## src/core/dma_ctl_pkg.sv

```systemverilog
// constants shared by the dma channel control block
package dma_ctl_pkg;

    localparam int CH_NUM = 10;

    // control register byte addresses, indexed by channel
    localparam logic [31:0] CTRL_OFS [CH_NUM] = '{
        32'h0080_0410, 32'h0080_0420, 32'h0080_0430, 32'h0080_0440,
        32'h0080_0450, 32'h0080_0418, 32'h0080_0428, 32'h0080_0438,
        32'h0080_0448, 32'h0080_0458};

    // software request words, one per channel
    localparam logic [31:0] SWREQ_BASE   = 32'h0080_0500;
    localparam logic [31:0] SWREQ_STRIDE = 32'h0000_0004;

    // control register fields
    localparam int MODE_BIT  = 0;
    localparam int REQF_BIT  = 1;
    localparam int CAUSE_LSB = 2;
    localparam int EN_BIT    = 4;
    localparam int SIZE_BIT  = 5;
    localparam int SRC_BIT   = 6;
    localparam int DST_BIT   = 7;
    localparam logic [7:0] CTRL_RST = 8'h00;

    // request cause codes
    localparam logic [1:0] CAUSE_00 = 2'h0;
    localparam logic [1:0] CAUSE_01 = 2'h1;
    localparam logic [1:0] CAUSE_10 = 2'h2;
    localparam logic [1:0] CAUSE_11 = 2'h3;

    // last ring buffer count before the wrap (ring of 32 transfers)
    localparam logic [4:0] RING_LAST = 5'h1F;

    localparam logic [1:0] RESP_OKAY   = 2'h0;
    localparam logic [1:0] RESP_SLVERR = 2'h2;

endpackage

```

## src/core/dma_channel_control.sv

```systemverilog
// ten-channel dma control registers, per-channel request handling, axi4-lite slave
// How it works
// - 8-bit control register with fixed bit layout
// - mode bit: 0 normal, 1 ring buffer
// - ring mode wraps every 32, no END_EVT; channel 0 end still feeds channel 5 cause 01
// - request flag reads pending request state
// - writing 0 clears flag, 1 is ignored
// - request sets flag; blocked while transfer runs
// - channel 0 cause decode
// - channel 1 cause decode, code 10 inhibited
// - channel 2 cause decode
// - channel 3 cause decode
// - channel 4 cause decode
// - channel 5 cause decode
// - channel 6 cause decode, code 10 inhibited
// - channel 7 cause decode, code 10 inhibited
// - channel 8 cause decode, 10/11 inhibited
// - enable bit readies or disables the channel
// - disable never aborts an accepted transfer
// - unit size: 0 sixteen bits, 1 eight
// - address direction bits: 0 fixed, 1 increment
// - software request write raises request on cause 00
//
// The implementer's own choice: the AXI4-Lite register port.
`timescale 1ns/10ps

module dma_channel_control
    import dma_ctl_pkg::*;
(
    // clock, reset, enable
    input  wire logic        CLOCK,
    input  wire logic        ARST_N,
    input  wire logic        CE,
    // axi4-lite write address
    input  wire logic [31:0] AWADDR,
    input  wire logic        AWVALID,
    output logic             AWREADY,
    // axi4-lite write data
    input  wire logic [31:0] WDATA,
    input  wire logic [3:0]  WSTRB,
    input  wire logic        WVALID,
    output logic             WREADY,
    // axi4-lite write response
    output logic [1:0]       BRESP,
    output logic             BVALID,
    input  wire logic        BREADY,
    // axi4-lite read
    input  wire logic [31:0] ARADDR,
    input  wire logic        ARVALID,
    output logic             ARREADY,
    output logic [31:0]      RDATA,
    output logic [1:0]       RRESP,
    output logic             RVALID,
    input  wire logic        RREADY,
    // peripheral request events, one-cycle pulses
    input  wire logic        CONV0_DONE,
    input  wire logic        TMR_UNDERFLOW,
    input  wire logic        TMR_IN_BUS0,
    input  wire logic        TMR_IN_BUS2,
    input  wire logic        TMR_OUT_BUS0,
    input  wire logic        TMR_OUT_BUS1,
    input  wire logic        TMR_IN0,
    input  wire logic        TMR_IN18,
    input  wire logic        TMR_IN19,
    input  wire logic        TMR_IN20,
    input  wire logic        SIO0_TX_EMPTY,
    input  wire logic        SIO1_TX_EMPTY,
    input  wire logic        SIO2_TX_EMPTY,
    input  wire logic        SIO0_RX_DONE,
    input  wire logic        SIO1_RX_DONE,
    input  wire logic        SIO2_RX_DONE,
    // transfer engine handshake
    output logic [9:0]       XFER_REQ,
    input  wire logic [9:0]  XFER_DONE,
    input  wire logic [9:0]  XFER_END,
    output logic [9:0]       RING_WRAP,
    output logic [9:0]       END_EVT,
    output logic [9:0]       BUSY,
    // channel configuration to the engine
    output logic [9:0]       RING_MODE,
    output logic [9:0]       UNIT_8BIT,
    output logic [9:0]       SRC_INC,
    output logic [9:0]       DST_INC
);

    ////////////////////////////////////////////////////////////////////////
    typedef struct packed {
        logic [CH_NUM-1:0][7:0] ctrl;
        logic [CH_NUM-1:0][4:0] ring_cnt;
        logic [CH_NUM-1:0]      busy;
        logic [CH_NUM-1:0]      xfer_req;
        logic [CH_NUM-1:0]      ring_wrap;
        logic [CH_NUM-1:0]      end_evt;
        logic                   aw_held;
        logic [31:0]            aw_addr;
        logic                   w_held;
        logic [31:0]            w_data;
        logic [3:0]             w_strb;
        logic                   awready;
        logic                   wready;
        logic                   bvalid;
        logic [1:0]             bresp;
        logic                   arready;
        logic                   rvalid;
        logic [31:0]            rdata;
        logic [1:0]             rresp;
    } state_s;

    state_s state_r;
    state_s state_nxt;

    // bus timing: a write is answered at the same edge that takes the later of
    // aw and w, a read at the edge that takes ar; both readies stay low while an
    // answer is outstanding, so only one write and one read are in flight
    // and no skid storage is needed

    ////////////////////////////////////////////////////////////////////////
    // address decode, shared by read and write paths
    function automatic logic [4:0] ctrl_hit(input logic [31:0] addr);
        logic [4:0] res;
        res = 5'h00;
        for (int i = 0; i < CH_NUM; i++)
        begin
            if (addr == CTRL_OFS[i])
            begin
                res = {1'b1, i[3:0]};
            end
        end
        return res;
    endfunction

    function automatic logic [4:0] swreq_hit(input logic [31:0] addr);
        logic [4:0] res;
        res = 5'h00;
        for (int i = 0; i < CH_NUM; i++)
        begin
            if (addr == SWREQ_BASE + SWREQ_STRIDE * i[31:0])
            begin
                res = {1'b1, i[3:0]};
            end
        end
        return res;
    endfunction

    ////////////////////////////////////////////////////////////////////////
    // per-channel cause sources, indexed by cause code
    logic [CH_NUM-1:0][3:0] cause_src;
    logic [CH_NUM-1:0]      sw_wr;
    logic [CH_NUM-1:0]      done_eff;
    logic [CH_NUM-1:0]      cause_evt;
    logic                   wr_fire;
    logic [4:0]             wr_ctrl;
    logic [4:0]             wr_sw;

    always_comb
    begin
        wr_fire = (state_r.aw_held | (AWVALID & state_r.awready))
                & (state_r.w_held | (WVALID & state_r.wready))
                & ~state_r.bvalid;
        wr_ctrl = ctrl_hit(state_r.aw_held ? state_r.aw_addr : AWADDR);
        wr_sw   = swreq_hit(state_r.aw_held ? state_r.aw_addr : AWADDR);
        sw_wr   = '0;
        // any write with any lane strobed counts as a software request
        if (wr_fire && wr_sw[4] &&
            ((state_r.w_held ? state_r.w_strb : WSTRB) != 4'h0))
        begin
            sw_wr[wr_sw[3:0]] = 1'b1;
        end
        // a done only counts for a transfer that was really accepted
        done_eff = XFER_DONE & state_r.busy;
    end

    // cause tables: bit k of an entry is the source for cause code k.
    // codes that software must not program are tied low, so a stray
    // setting simply never requests; channel 9 has no external sources
    // and only chains on channel 8

    always_comb
    begin
        cause_src[0] = {TMR_IN_BUS2, TMR_UNDERFLOW, CONV0_DONE,
                        sw_wr[0] | done_eff[2]};
        cause_src[1] = {done_eff[0], 1'b0, TMR_OUT_BUS0, sw_wr[1]};
        cause_src[2] = {done_eff[1], TMR_IN18, TMR_OUT_BUS1,
                        sw_wr[2]};
        cause_src[3] = {TMR_IN0, SIO1_RX_DONE, SIO0_TX_EMPTY,
                        sw_wr[3]};
        cause_src[4] = {TMR_IN19, SIO0_RX_DONE, done_eff[3],
                        sw_wr[4]};
        cause_src[5] = {TMR_IN20, SIO2_RX_DONE,
                        XFER_END[0] & state_r.busy[0],
                        sw_wr[5] | done_eff[7]};
        cause_src[6] = {done_eff[5], 1'b0, SIO1_TX_EMPTY,
                        sw_wr[6]};
        cause_src[7] = {done_eff[6], 1'b0, SIO2_TX_EMPTY,
                        sw_wr[7]};
        cause_src[8] = {2'b00, TMR_IN_BUS0, sw_wr[8]};
        cause_src[9] = {done_eff[8], 2'b00, sw_wr[9]};
    end

    // chained sources are single-cycle done pulses, so one per unit
    genvar gc;
    generate
        for (gc = 0; gc < CH_NUM; gc++)
        begin : g_cause
            assign cause_evt[gc] = cause_src[gc][
                state_r.ctrl[gc][CAUSE_LSB+1:CAUSE_LSB]];
        end
    endgenerate

    ////////////////////////////////////////////////////////////////////////
    logic [4:0] rd_ctrl;
    logic [4:0] rd_sw;

    always_comb
    begin
        state_nxt = state_r;
        rd_ctrl   = ctrl_hit(ARADDR);
        rd_sw     = swreq_hit(ARADDR);
        state_nxt.xfer_req  = '0;
        state_nxt.ring_wrap = '0;
        state_nxt.end_evt   = '0;

        // write channel capture
        if (AWVALID && state_r.awready)
        begin
            state_nxt.aw_held = 1'b1;
            state_nxt.aw_addr = AWADDR;
        end
        if (WVALID && state_r.wready)
        begin
            state_nxt.w_held = 1'b1;
            state_nxt.w_data = WDATA;
            state_nxt.w_strb = WSTRB;
        end
        if (state_r.bvalid && BREADY)
        begin
            state_nxt.bvalid = 1'b0;
        end

        // software side of the control registers
        if (wr_fire)
        begin
            state_nxt.aw_held = 1'b0;
            state_nxt.w_held  = 1'b0;
            state_nxt.bvalid  = 1'b1;
            state_nxt.bresp   = (wr_ctrl[4] | wr_sw[4]) ? RESP_OKAY
                                                        : RESP_SLVERR;
            if (wr_ctrl[4] &&
                (state_r.w_held ? state_r.w_strb[0] : WSTRB[0]))
            begin
                // software can only clear the flag, never set it
                state_nxt.ctrl[wr_ctrl[3:0]] =
                    {(state_r.w_held ? state_r.w_data[7:2] : WDATA[7:2]),
                     state_r.ctrl[wr_ctrl[3:0]][REQF_BIT] &
                     (state_r.w_held ? state_r.w_data[REQF_BIT]
                                     : WDATA[REQF_BIT]),
                     (state_r.w_held ? state_r.w_data[MODE_BIT]
                                     : WDATA[MODE_BIT])};
            end
        end
        state_nxt.awready = ~state_nxt.aw_held & ~state_nxt.bvalid;
        state_nxt.wready  = ~state_nxt.w_held & ~state_nxt.bvalid;

        // read channel
        if (state_r.rvalid && RREADY)
        begin
            state_nxt.rvalid = 1'b0;
        end
        if (ARVALID && state_r.arready)
        begin
            state_nxt.rvalid = 1'b1;
            state_nxt.rresp  = (rd_ctrl[4] | rd_sw[4]) ? RESP_OKAY
                                                       : RESP_SLVERR;
            state_nxt.rdata  = rd_ctrl[4]
                ? {24'h00_0000, state_r.ctrl[rd_ctrl[3:0]]}
                : 32'h0000_0000;
        end
        state_nxt.arready = ~state_nxt.rvalid;

        // a request is taken in two steps: the cause sets the flag at one
        // edge, and an enabled, idle channel turns the flag into a
        // transfer request at the next; the flag stays up until the unit
        // is done, so software can see that a request is still pending
        // trade-off: a cause that arrives while busy is dropped, not
        // queued, which matches the one-pending-request flag
        // request handling per channel, after software writes so that a
        // hardware set in the same cycle wins over a software clear
        for (int n = 0; n < CH_NUM; n++)
        begin
            if (done_eff[n])
            begin
                state_nxt.busy[n] = 1'b0;
                state_nxt.ctrl[n][REQF_BIT] = 1'b0;
                if (state_r.ctrl[n][MODE_BIT])
                begin
                    // ring restarts every 32 units, count runs on
                    state_nxt.ring_cnt[n] = state_r.ring_cnt[n] + 5'h01;
                    if (state_r.ring_cnt[n] == RING_LAST)
                    begin
                        state_nxt.ring_wrap[n] = 1'b1;
                    end
                end
            end
            if (!state_r.ctrl[n][MODE_BIT])
            begin
                state_nxt.ring_cnt[n] = 5'h00;
            end
            // completion event is suppressed in ring mode
            state_nxt.end_evt[n] = XFER_END[n] & state_r.busy[n]
                                 & ~state_r.ctrl[n][MODE_BIT];
            // no new request while a transfer is under way
            if (cause_evt[n] && (!state_r.busy[n] || done_eff[n]))
            begin
                state_nxt.ctrl[n][REQF_BIT] = 1'b1;
            end
            // accept only when enabled; a running one is never aborted
            if (state_r.ctrl[n][REQF_BIT] && state_r.ctrl[n][EN_BIT] &&
                !state_r.busy[n] && !done_eff[n])
            begin
                state_nxt.busy[n]     = 1'b1;
                state_nxt.xfer_req[n] = 1'b1;
            end
        end
    end

    // clock enable low freezes everything, the bus handshake included,
    // so a master must not count cycles while the block is held;
    // the asynchronous reset clears all state, flags included

    always_ff @(posedge CLOCK or negedge ARST_N)
    begin
        if (!ARST_N)
        begin
            state_r      <= '0;
            state_r.ctrl <= {CH_NUM{CTRL_RST}};
        end
        else if (CE)
        begin
            state_r <= state_nxt;
        end
    end

    ////////////////////////////////////////////////////////////////////////
    // outputs, all straight from state flops
    // the engine gets the configuration bits as levels; it must sample
    // them when it starts a unit, since software may change them at any
    // time, even while a transfer is under way
    assign AWREADY   = state_r.awready;
    assign WREADY    = state_r.wready;
    assign BVALID    = state_r.bvalid;
    assign BRESP     = state_r.bresp;
    assign ARREADY   = state_r.arready;
    assign RVALID    = state_r.rvalid;
    assign RDATA     = state_r.rdata;
    assign RRESP     = state_r.rresp;
    assign XFER_REQ  = state_r.xfer_req;
    assign RING_WRAP = state_r.ring_wrap;
    assign END_EVT   = state_r.end_evt;
    assign BUSY      = state_r.busy;

    genvar go;
    generate
        for (go = 0; go < CH_NUM; go++)
        begin : g_cfg
            assign RING_MODE[go] = state_r.ctrl[go][MODE_BIT];
            assign UNIT_8BIT[go] = state_r.ctrl[go][SIZE_BIT];
            assign SRC_INC[go]   = state_r.ctrl[go][SRC_BIT];
            assign DST_INC[go]   = state_r.ctrl[go][DST_BIT];
        end
    endgenerate

endmodule // dma_channel_control

```

## config.mk

```make
export PLATFORM = sky130hd
export DESIGN_NAME = dma_channel_control
export DESIGN_NICKNAME = d
export VERILOG_FILES = /design/src/core/dma_ctl_pkg.sv /design/src/core/dma_channel_control.sv
export SDC_FILE = /design/constraint.sdc
export NUM_CORES = 1
export LEC_CHECK = 0
export CAP_MARGIN = 20
export CORE_MARGIN = 2
export CORE_UTILIZATION = 60
export DETAILED_ROUTE_END_ITERATION = 6
export DONT_BUFFER_PORTS = 1
export HOLD_SLACK_MARGIN = 0.12
export PLACE_DENSITY = 0.81
export SYNTH_ARGS = -nofsm -noshare
export SYNTH_HDL_FRONTEND = slang
export SYNTH_SLANG_ARGS = --single-unit
```

## constraint.sdc

```tcl
create_clock -name CLOCK -period 5.1 [get_ports CLOCK]
set_clock_uncertainty 0.1 [all_clocks]
set_input_delay 0.255 -clock CLOCK [delete_from_list [all_inputs] [get_ports CLOCK]]
set_output_delay 0.255 -clock CLOCK [all_outputs]
set_load 0.03 [all_outputs]
```

==> results.md, run 1 <==
Outcome:
- The flow ran to the end, but the final reports show violations.
- The final reports fail on design-rule violations, negative hold slack.

Yosys:
- Sorting the synthesized cells by how often they occur yields 231 x sky130_fd_sc_hd__dfrtp_1, 132 x sky130_fd_sc_hd__o21ai_0, 128 x sky130_fd_sc_hd__nand2_1.
- By area the synthesized netlist is led by sky130_fd_sc_hd__dfrtp_1 44%, sky130_fd_sc_hd__buf_4 6.7%, sky130_fd_sc_hd__mux2_2 5.7%.
- Summed over all instances, the cell type with the most area after synthesis is sky130_fd_sc_hd__dfrtp_1.
- The leading cell type by number of instances after synthesis is sky130_fd_sc_hd__dfrtp_1.
- The post-synthesis cell area is between 0.01 and 0.015 sq mm.
- Of all flip-flops after synthesis, the portion carrying an async set or reset was 100%.
- The Yosys warning count is 0.
- For this run, the register share of the synthesized area comes to between 40 and 50%.
- After synthesis, the netlist uses just over 90 different library cells.
- The xor-xnor portion of the synthesized cell area is 0.133%.
- Multiplexer cells account for 9.32% of the synthesized area.
- The main flop type after synthesis is sky130_fd_sc_hd__dfrtp_1.
- Of the post-synthesis cell area, the dominant cell type holds 43.8%.
- The number of storage elements in the synthesis netlist is ~230.
- The synthesized instance count is about 1300.
- The combinational family with the most area after synthesis is compound AO/OA/AOI/OAI gates.
- The area fraction in and, or, nand and nor cells after synthesis is around 16%.
- The synthesized netlist devotes 18.9% of its cell area to compound gates.
- Dividing the synthesized area by the synthesized cell count gives between 9 and 10 sq um.
- The adder-cell share of the synthesized area is 1.90%.
- The number of enable-type register cells in the synthesized netlist is 0.

Timing:
- Setup repair after global routing left no endpoint under its margin.
- The number of endpoints failing setup at the final stage is 0.
- The minimum period implied by the final worst setup slack is 3680 ps.
- Setup total negative slack on the finished layout was measured at 0 ps.
- The final-layout worst hold slack is -669 ps.
- The max-slew violation count is 0.
- The upper clock frequency limit is 272 MHz.
- The number of hold-slack violations in the final timing report is between 200 and 250.
- Of the available clock period, the critical path in the final layout requires about 72%.
- For the pin with the worst max-slew slack, the measured transition is 1080 ps.
- Headroom to the max-slew limit came out at 27.7%.

Detailed routing:
- The average wire per standard cell is 22.3 um.
- The total iterations of the first detailed-routing run is 7.
- The DRC violations left is 13.
- The detailed router finished its first iteration with 1074 violations.
- In the routed layout, each cell is associated on average with a via count of 6.56.
- The number of antenna-violating nets in the routed design is 0.
- The total detailed-routing wirelength is 36.2 mm.
- The overall via count from detail_route is approximately 11000.

Clocking:
- Clock-pin slew was measured on the worst setup and hold paths at around 60 ps.
- The maximum count of clock buffers along a single path is 3.
- The number of sinks handled by clock tree synthesis is 231.
- Clock tree synthesis inserted a total of 25 buffers.
- The TritonCTS clock tree is built.
- Post-CTS timing repair inserted 0 buffers for setup.
- The H-tree level count is 1.
- The clock reaches the later pin of the worst-skew pair after 540 ps.
- The buffer cell driving the clock tree root is sky130_fd_sc_hd__clkbuf_16.

Critical path:
- The data arrival at the endpoint of the critical path is between 3000 and 4000 ps.
- The critical path class is reg -> reg.
- Of all nets on the critical path, the largest fanout is 13.
- STA classifies the critical path endpoint as a register.
- The cell family with the largest share of critical-path delay is compound AO/OA/AOI/OAI gates.
- The cell with the largest stage delay on the worst path is sky130_fd_sc_hd__dfrtp_1.
- Walking the worst path, the cells encountered are or4b_2 > o22ai_1 > nor3_2 > o2111ai_1 > nor4bb_1 > mux2_2 > o21ai_0 > dlygate4sd3_1 > o31ai_1.
- Counting both buffers and inverters, the worst setup path holds a total of 1.
- The largest stage delay on the critical path is approximately 770 ps.
- The worst endpoint required time is 5400 ps.
- The kind of start point of the critical path is a register.

Floorplanning:
- The area of the die is between 0.02 and 0.025 sq mm.
- The die extent in y is 152 um.
- The floorplan row count is 54.
- 265 I/O pins were placed.
- The region available for standard cell placement spans 0.0217 sq mm.
- The x dimension of the die is 152 um.
- Once the floorplan was initialized, standard cells occupied 60.8% of the core.

Placed design:
- The total of buffers placed on input and output ports is 0.
- After detailed placement, the total cell area comes to 0.0126 sq mm.
- At the end of routability-driven placement, the weighted congestion stood at 0.983.
- The final HPWL from detailed placement is 24.2 mm.

Finish:
- The signed area change from the synthesized netlist to the final layout is 8.78%.
- The final standard cell utilization of the core is 66.2%.
- For this run, the post-layout net count is 1491.
- The total non-filler cell area in the finished layout is 0.0144 sq mm.
- Of the cells placed in the final design, the portion with a size suffix greater than 1 is 11.2%.

Power:
- The final total power is 5.39 mW.
- IR analysis of the VDD net gives a maximum drop of 0.000407 V.
- Dividing total power by cell area gives a power density of 375 mW/mm^2.
- The leakage dissipation is 6.27 nW.

Job:
- Across the run, the number of max-cap violations was 0.

Global routing:
- The via count of the first global-routing pass is 10200.
- The first global-routing pass estimated about 56 mm of wire.
- The total routing usage reported by global routing is 29.9%.
- The remaining global-route overflow is 0.
- Entering global routing, the biggest net connects ~230 pins.
- The initial antenna violation count is 1.

Worst hold path:
- The type of the most critical hold path is in -> async.
[cell type report]
cell class / instances / area, sq um
Clock buffer: 36 / 677
Clock inverter: 10 / 154
Fill cell: 1620 / 7330
Multi-Input combinational cell: 916 / 6180
Timing Repair Buffer: 100 / 1010
Tap cell: 280 / 350
Sequential cell: 231 / 5780
Inverter: 53 / 199
Antenna cell: 1 / 2.50
[what timing repair did]
item                                   CTS  global route
hold buffers                            88             1
endpoints found under the hold margin  431           235
gates resized for setup                  0             0
[worst reg2reg max path, cell delays in order, from the launching register on]
cell and delay (ps):
sky130_fd_sc_hd__dfrtp_1 770, sky130_fd_sc_hd__or4b_2 650, sky130_fd_sc_hd__o22ai_1 290, sky130_fd_sc_hd__nor3_2 90, sky130_fd_sc_hd__o2111ai_1 360, sky130_fd_sc_hd__nor4bb_1 160
sky130_fd_sc_hd__mux2_2 290, sky130_fd_sc_hd__o21ai_0 180, sky130_fd_sc_hd__dlygate4sd3_1 600, sky130_fd_sc_hd__o31ai_1 70
[final timing paths]
kind	start	to	slack [ps]	cells after the start
worst max-delay path	state_r[77]	state_r[226]	1420	9
worst min register to register	state_r[42]	state_r[42]	400	1
max in group asynchronous	ARST_N	state_r[80]	5220	0
worst min-delay path	ARST_N	state_r[184]	-670	0
min in group CLOCK	TMR_IN18	state_r[218]	150	4
worst max register to register	state_r[77]	state_r[226]	1420	9
[cell usage in the layout (no fill, tap or decap), drive strengths merged, types with 20 or more instances in the layout]
master,count
nor2,74
o21ai,139
a22o,61
inv,54
mux2i,43
conb,26
and3,24
dlygate4sd3,88
mux2,67
nand3,28
a21oi,42
ha,20
nand2,128
clkbuf,36
dfrtp,231
[cell families (layout without fill, tap and decap cells)]
group | count (synthesis) | count (layout)
simple gates | 393 | 393
compound gates | 363 | 363
flops | 231 | 231
buf+inv | 227 | 199
mux | 112 | 112
fa+ha+maj | 20 | 20
xor+xnor | 2 | 2
other cells | 1 | 27
[metal layers]
metal,GRT usage [%],wire length (um),vias up
li1,-,-,4780
met1,40.7,14400,5207
met2,47.4,16600,571
met3,7.03,3580,122
met4,10.5,1580,0
met5,0,0,-
[per-stage QoR]
step | setup slack (ps) | std cells
finish | 1420 | 1627
global route | 1250 | 1626
CTS | 1160 | 1623
detailed placement | 1390 | 1489
global placement | 1410 | 1488
floorplan | 2300 | 1374
[state kept, by name (all words and copies together), names as in the netlist, 8 cells and up]
register,cells
state_r,136
RDATA,8
UNIT_8BIT,10
RING_WRAP,10
SRC_INC,10
END_EVT,10
XFER_REQ,10
RING_MODE,10
DST_INC,10
BUSY,10
[power by group]
group / leakage, nW / switching [mW] / internal [mW] / total (mW)
clock network: 0.408 / 0.755 / 1.13 / 1.88
logic: 2.79 / 0.624 / 0.513 / 1.14
registers: 3.07 / 0.309 / 2.06 / 2.37
No activity file was read; power rests on OpenSTA's default activity.
==> inputs of run 2 (changes only) <==
- CORE_UTILIZATION: 60 -> 58
- clock period: 5.1 -> 3.1 ns (I/O delays scaled with it)
==> run 2 against run 1 <==
Effect of this change: the flow finishes with violations (negative hold slack); flip-flop and latch count unchanged; non-clock buffer count increased by 92; routed wire length increased by 7.5%; clock-buffer cell count increased by 1; via count increased by 5.7%.
==> results.md, run 2 (synthesis results as in run 1) <==
Critical path:
- The worst setup path is launched from a register.
- STA puts the critical path data required time at 3440 ps.
- The critical path class is reg -> reg.
- Along the worst path, the maximum fanout reaches 30.
- The count of cells along the worst register-to-register path is 9.
- STA puts the critical path data arrival time at 3390 ps.
- The endpoint kind of the worst setup timing path is a register.

Global routing:
- Summed over all layers, the global routing overflow is 0.
- The routing usage on met1 is 43.3%.
- The met3 capacity usage during global routing is approximately 7.1%.
- The most used routing layer is met2.
- The total routing usage reported by global routing is between 30 and 40%.
- The first global-routing pass estimated 60.5 mm of wire.
- The initial antenna violation count is 2.
- The via count of the first global-routing pass is 10900.
- In the global route stage, met2 resource usage came out at 49.8%.
- Entering global routing, the biggest net connects 232 pins.

Clocking:
- The number of buffers inserted during clock tree synthesis is 25.
- For the worst-skew pair, the clock arrives at the later sink with an insertion delay of 550 ps.
- The number of sinks handled by clock tree synthesis is 231.
- The tree is rooted in a sky130_fd_sc_hd__clkbuf_16.
- TritonCTS built the clock tree.
- CTS built an H-tree with a depth of 1.
- The maximum count of clock buffers along a single path is 3.
- The number of hold buffers added after CTS was 128.
- Clock-pin slew was measured on the worst setup and hold paths at 70 ps.

Detailed routing:
- The detailed router finished its first iteration with 1084 violations.
- The final layout contains routed wiring with a total length of roughly 40 mm.
- The average via count per standard cell is 6.55.
- The total iterations of the first detailed-routing run is 6.
- The DRC violations left is 0.
- The final route contains 11300 vias.
- The number of antenna-violating nets in the routed design is 0.
- The average wire per standard cell is 22.6 um.

Outcome:
- The run finished, with violations left.
- The final reports fail on negative hold slack.

Worst hold path:
- The type of the most critical hold path is in -> async.

Timing:
- Measured against its own limit, the worst slew margin works out to 39.4%.
- Based on the critical path, the design can be clocked at up to 327 MHz.
- The number of endpoints failing setup at the final stage is 0.
- Setup repair after global routing could not meet its margin everywhere.
- The max-slew violation count came to 0.
- At the pin with the least slew margin, the transition time is approximately 880 ps.
- The final-layout worst hold slack is -787 ps.
- The worst path uses 98.6% of the clock period.
- The number of hold-slack violations in the final timing report is ~230.
- The minimum period implied by the final worst setup slack is 3060 ps.

Floorplanning:
- From bottom edge to top edge, the die measures around 150 um.
- The area of the die is 0.0240 sq mm.
- The floorplan step set the die width to 155 um.
- The floorplan row count is 55.
- In this run the count of I/O pins placed on the die edge is 265.
- The region available for standard cell placement spans ~0.023 sq mm.
- For this configuration, the core starts out at a cell density of 58.6%.

Finish:
- For this run, the post-layout net count is 1583.
- Cells with a size suffix above 1 make up 15.3% of the layout.
- The number of filler instances in the final layout is 1634.
- The combined flip-flop and latch cell area is 0.00578 sq mm.
- The most common library cell in the layout ignoring fill and taps is sky130_fd_sc_hd__dfrtp_1.
- The finished cells cover 0.0152 sq mm.
- The count of cells in the finished layout, fillers not included, comes to 1723.
- The register with the most flip-flops in the layout has 136 of them.
- The multi-input gate area in the final layout is roughly 0.0063 sq mm.
- The top cell types in the final layout, fill and taps aside, are 231 x sky130_fd_sc_hd__dfrtp_1, 132 x sky130_fd_sc_hd__o21ai_0, 127 x sky130_fd_sc_hd__dlygate4sd3_1, 126 x sky130_fd_sc_hd__nand2_1, 70 x sky130_fd_sc_hd__nor2_1.
- The signed area change from the synthesized netlist to the final layout is 15.4%.
- state_r holds more flip-flops than any other register.

Power:
- The leakage dissipation is 6.72 nW.
- Dividing total power by cell area gives a power density of 618 mW/mm^2.
- VDD sags by at most 0.000594 V.

Placed design:
- Detailed placement ended at an HPWL of 25.4 mm.
- Routability-driven placement finished with a final weighted congestion of roughly 1.0.
- The cell total after placement is 1546.
- The standard cell area after detailed placement is 0.0130 sq mm.
- The total of buffers placed on input and output ports is 0.

Job:
- The tool flagged a number of max-cap violations equal to 0.
[run 2: cell count changes in the layout (fill, tap and decap cells not counted), moves of 3 or more]
cell                            change
sky130_fd_sc_hd__clkbuf_1           -5
sky130_fd_sc_hd__dlygate4sd3_1     +39
sky130_fd_sc_hd__clkbuf_8           +6
sky130_fd_sc_hd__buf_4             +52
sky130_fd_sc_hd__nor4_1             -3
sky130_fd_sc_hd__bufinv_16          -3
[run 2: path summary, 6_finish.rpt]
| check | from | endpoint | slack [ps] |
|---|---|---|---|
| worst max register to register | state_r[110] | state_r[242] | 40 |
| worst max-delay path | state_r[110] | state_r[242] | 40 |
| max in group asynchronous | ARST_N | state_r[221] | 3090 |
| worst min register to register | state_r[50] | state_r[50] | 410 |
| worst min-delay path | ARST_N | state_r[87] | -790 |
| min in group CLOCK | ARADDR[3] | RDATA[6] | 150 |
[run 2: routing by layer]
layer	vias up	wire length [um]
met4	0	1920
met5	-	0
met2	618	17600
li1	4964	-
met1	5567	15800
met3	135	3600
[run 2: critical path, cell delays in order, from the launching register on]
cell and delay, ps:
sky130_fd_sc_hd__dfrtp_1 400, sky130_fd_sc_hd__buf_12 200, sky130_fd_sc_hd__mux2i_1 440, sky130_fd_sc_hd__nor2_1 180
sky130_fd_sc_hd__o311ai_2 340, sky130_fd_sc_hd__mux2i_1 130, sky130_fd_sc_hd__and3_1 240, sky130_fd_sc_hd__a221oi_4 450
sky130_fd_sc_hd__nand3_2 210, sky130_fd_sc_hd__a221oi_2 270
[run 2: what timing repair did]
action	4_1_cts	5_1_grt
pin swaps	0	6
setup buffers	0	3
setup endpoints to repair	1	44
resized for setup	1	19
hold endpoints to repair	462	231
[run 2: where the power goes]
part           internal (mW)  total (mW)  switching [mW]
sequential              3.39        3.84           0.448
combinational           1.27        2.58            1.31
clock                   1.73        2.99            1.25
[run 2: area by class of cell]
cell class	instances	area share, %
tap	285	2.34
inverter	53	1.31
clock inverter	7	0.460
timing repair buffer	192	11.8
antenna	2	0.0329
clock buffer	37	4.86
multi-input combinational	916	41.3
sequential	231	38.0
[run 2: per-stage QoR]
| step | power (mW) | setup slack, ps | TNS, ps | util (%) |
|---|---|---|---|---|
| 3_3_place_gp | 5.68 | 159 | 0 | 57.7 |
| 4_1_cts | 9.19 | 23.6 | 0 | 67.1 |
| 2_1_floorplan | 5.20 | 304 | 0 | - |
| 5_1_grt | 9.72 | -60.3 | -180 | 67.7 |
| 6_report | 9.41 | 44.8 | 0 | 67.7 |
| 3_5_place_dp | 5.76 | 27.2 | 0 | 57.7 |
==> inputs of run 3 (changes only) <==
- CORE_ASPECT_RATIO: default -> 0.5
- CORE_UTILIZATION: 58 -> 60
- clock period: 3.1 -> 3 ns (I/O delays scaled with it)
==> run 3 against run 2 <==
Effect of this change: the flow finishes with violations (negative hold slack, negative setup slack); flip-flop and latch count is the same; critical path depth rose by 1; critical endpoint is now state_r[258]; combinational power is 2% lower; sequential share of layout area grew 0.62 points; highest routed layer unchanged; fmax is 0.68% lower; utilization up 1.6 points; clock-buffer cell count shrank 4; clock power shrank 5%; routed wire length grew 6.6%; non-clock buffer count down 24; critical path type unchanged; total power shrank 0.28%; largest cell class unchanged.
==> results.md, run 3 (synthesis results as in run 1) <==
Global routing:
- The initial antenna violation count is 2.
- The via count of the first global-routing pass came to about 11000.
- The total routing usage reported by global routing is around a third.
- Summed over all layers, the global routing overflow is 0.
- The first global-routing pass estimated 62.6 mm of wire.
- The maximum number of pins on one net before global-route repair is 232.

Critical path:
- The worst setup path is launched from a register.
- The cell family with the largest share of critical-path delay is compound AO/OA/AOI/OAI gates.
- Data on the critical path is required at its endpoint by 3290 ps.
- Together, buffers and inverters on the worst path number 2.
- The endpoint kind of the worst setup timing path is a register.
- The peak fanout along the critical path is 9.
- Among the stages of the critical path, the cell type that occurs most often is sky130_fd_sc_hd__a211oi_1.
- The startpoint of the most critical register-to-register path is state_r[110].
- The largest individual stage delay along the critical path comes from the cell sky130_fd_sc_hd__dfrtp_2.
- The worst setup slack for register-to-register paths is -80 ps.
- Traced cell by cell, the critical path runs through buf_12 > nor4_4 > nand4_1 > o22ai_4 > and3_4 > a2bb2oi_1 > a221oi_4 > buf_4 > a211oi_1 > a211oi_1.
- The critical path class is reg -> reg.
- Measured in cells, the most critical reg-to-reg path has a length of 10.
- On the worst path, the slowest cell contributes a delay of 460 ps.
- The worst register-to-register path ends at state_r[258].
- Data on the critical path arrives at its endpoint at 3360 ps.
- The worst setup path startpoint is state_r[110].

Placed design:
- The cell total after placement is 1562.
- The final HPWL from detailed placement is roughly 27 mm.
- The pre-CTS worst setup slack is -12.4 ps.
- The final weighted congestion of routability-driven global placement is 0.960.
- The total of buffers placed on input and output ports is 0.

Clocking:
- The TritonCTS clock tree is built.
- The clock latency of the later-clocked register in the worst-skew pair is 530 ps.
- In this run the number of H-tree levels came out at 1.
- The clock passes through at most 3 buffers.
- The number of sinks handled by clock tree synthesis is 231.
- The number of buffers inserted during clock tree synthesis is 22.
- The buffer cell driving the clock tree root is sky130_fd_sc_hd__clkbuf_16.
- The clock transition at the registers of the reported paths is 90 ps.
- Hold repair after CTS inserted 96 buffers.

Outcome:
- The run finished, with violations left.
- The checks that failed: negative hold slack, negative setup slack.

Finish:
- Relative to the synthesized area, the layout overhead comes to 13.6%.
- The post-route netlist has between 10% and 20% of its cells at a drive strength greater than 1.
- The flip-flop count of the largest register after layout is 136.
- state_r holds more flip-flops than any other register.
- Excluding fillers, the count of instances in the completed layout stands at ~1700.
- Leaving out fill and tap cells, the most frequent cells in the layout are 230 x sky130_fd_sc_hd__dfrtp_1, 131 x sky130_fd_sc_hd__o21ai_0, 125 x sky130_fd_sc_hd__nand2_1, 94 x sky130_fd_sc_hd__dlygate4sd3_1, 69 x sky130_fd_sc_hd__nor2_1.
- The most common library cell in the layout ignoring fill and taps is sky130_fd_sc_hd__dfrtp_1.
- The final layout net count is 1556.

Power:
- The peak supply drop is ~0.00065 V.
- The analysis attributes to cell leakage a power of 6.56 nW.
- The power density of the placed cells is roughly 630 mW/mm^2.

Timing:
- The max-slew violation count came to 0.
- In the finished design, the share of the clock period the worst path needs comes to 103%.
- Setup violations remaining at the end of the flow were counted as 2.
- The minimum period implied by the final worst setup slack is 3080 ps.
- Setup repair after global routing could not meet its margin everywhere.
- For the pin with the worst max-slew slack, the measured transition is 975 ps.
- In this run the tightest slew margin relative to its limit is 33.2%.
- For this run, the top clock speed supported by timing is 325 MHz.
- The number of hold-slack violations in the final timing report was 231.
- The tightest hold path in the finished design has a slack of -790 ps.
- The post-route worst setup slack is -76.3 ps.

Detailed routing:
- The overall via count from detail_route is 11400.
- For this block, the initial DRC count from the detailed router was about 1300.
- The total iterations of the first detailed-routing run is 6.
- In the routed layout, each cell is associated on average with a via count of 6.67.
- The number of antenna-violating nets in the routed design is 0.
- The total detailed-routing wirelength is a little over 40 mm.
- The DRC violations left is 0.
- The average wire per standard cell is 24.3 um.

Floorplanning:
- Once the floorplan was initialized, standard cells occupied 61.0% of the core.
- After floorplanning, the core was sized to cover around 0.022 sq mm.
- The x dimension of the die is 214 um.
- Measured along the y axis, the die boundary spans 109 um.
- The area of the die is 0.0233 sq mm.
- Row generation in the floorplan step produced 38 rows.
- The number of top-level design ports is approximately 270.

Worst hold path:
- The tightest min-delay check is of the in -> async type.

Job:
- The tool flagged a number of max-cap violations equal to 0.
==> run 3: cell types whose count changed in the layout (fill, tap and decap cells not counted), sizes merged <==
cell          change
buf               +7
clkbuf            -3
clkinv            -2
clkinvlp          -1
diode             +1
dlygate4sd3      -33
dlymetal6s4s      +1
inv               -1
==> run 3: power breakdown <==
part / switching (mW) / total [mW] / leakage, nW / internal (mW)
registers: 0.483 / 3.99 / 3.07 / 3.51
clock network: 1.25 / 2.85 / 0.347 / 1.60
logic: 1.40 / 2.54 / 3.14 / 1.14
total: 3.13 / 9.38 / 6.56 / 6.25
==> run 3: stage by stage <==
| stage | TNS [ps] | total power, mW | area [sq um] | hold slack (ps) | utilization [%] |
|---|---|---|---|---|---|
| after detailed placement | -12.4 | 5.94 | 13000 | -239 | 60.2 |
| after global placement | 0 | 5.84 | 13000 | -239 | 60.2 |
| after CTS | 0 | 8.92 | 14700 | -793 | 68.0 |
| after global routing | -396 | 9.65 | 15000 | -792 | 69.3 |
| final | -128 | 9.38 | 15000 | -790 | 69.3 |
| after floorplan | 0 | 5.37 | 13300 | -246 | - |
==> run 3: routing by layer <==
metal | wire [um] | global-route usage (%)
met3 | 4450 | 8.84
met2 | 18800 | 53.8
met5 | 0 | 0
met1 | 16800 | 49.2
met4 | 1540 | 12.8
==> run 3: area by class of cell <==
cell class | instances | area [sq um]
multi-input combinational | 916 | 6360
inverter | 53 | 199
fill | 1575 | 6640
timing repair buffer | 168 | 1560
antenna | 3 | 7.51
tap | 300 | 375
clock buffer | 33 | 663
sequential | 231 | 5780
clock inverter | 3 | 40.0
==> run 3: how the worst max path moves through the flow <==
| stage | depth (start not counted) | slack, ps | to |
|---|---|---|---|
| floorplan | 11 | 200 | SRC_INC[7] |
| global placement | 10 | 40 | state_r[258] |
| detailed placement | 10 | -10 | state_r[258] |
| CTS | 9 | 40 | state_r[242] |
| global route | 9 | -160 | state_r[258] |
| finish | 10 | -80 | state_r[258] |
==> run 3: what timing repair did <==
action                                 4_1_cts  5_1_grt
pin swaps                                    0        7
setup endpoints to repair                    1       51
gates cloned                                 0        1
endpoints found under the hold margin      462      231
resized for setup                            2       38
buffers inserted                             0        9
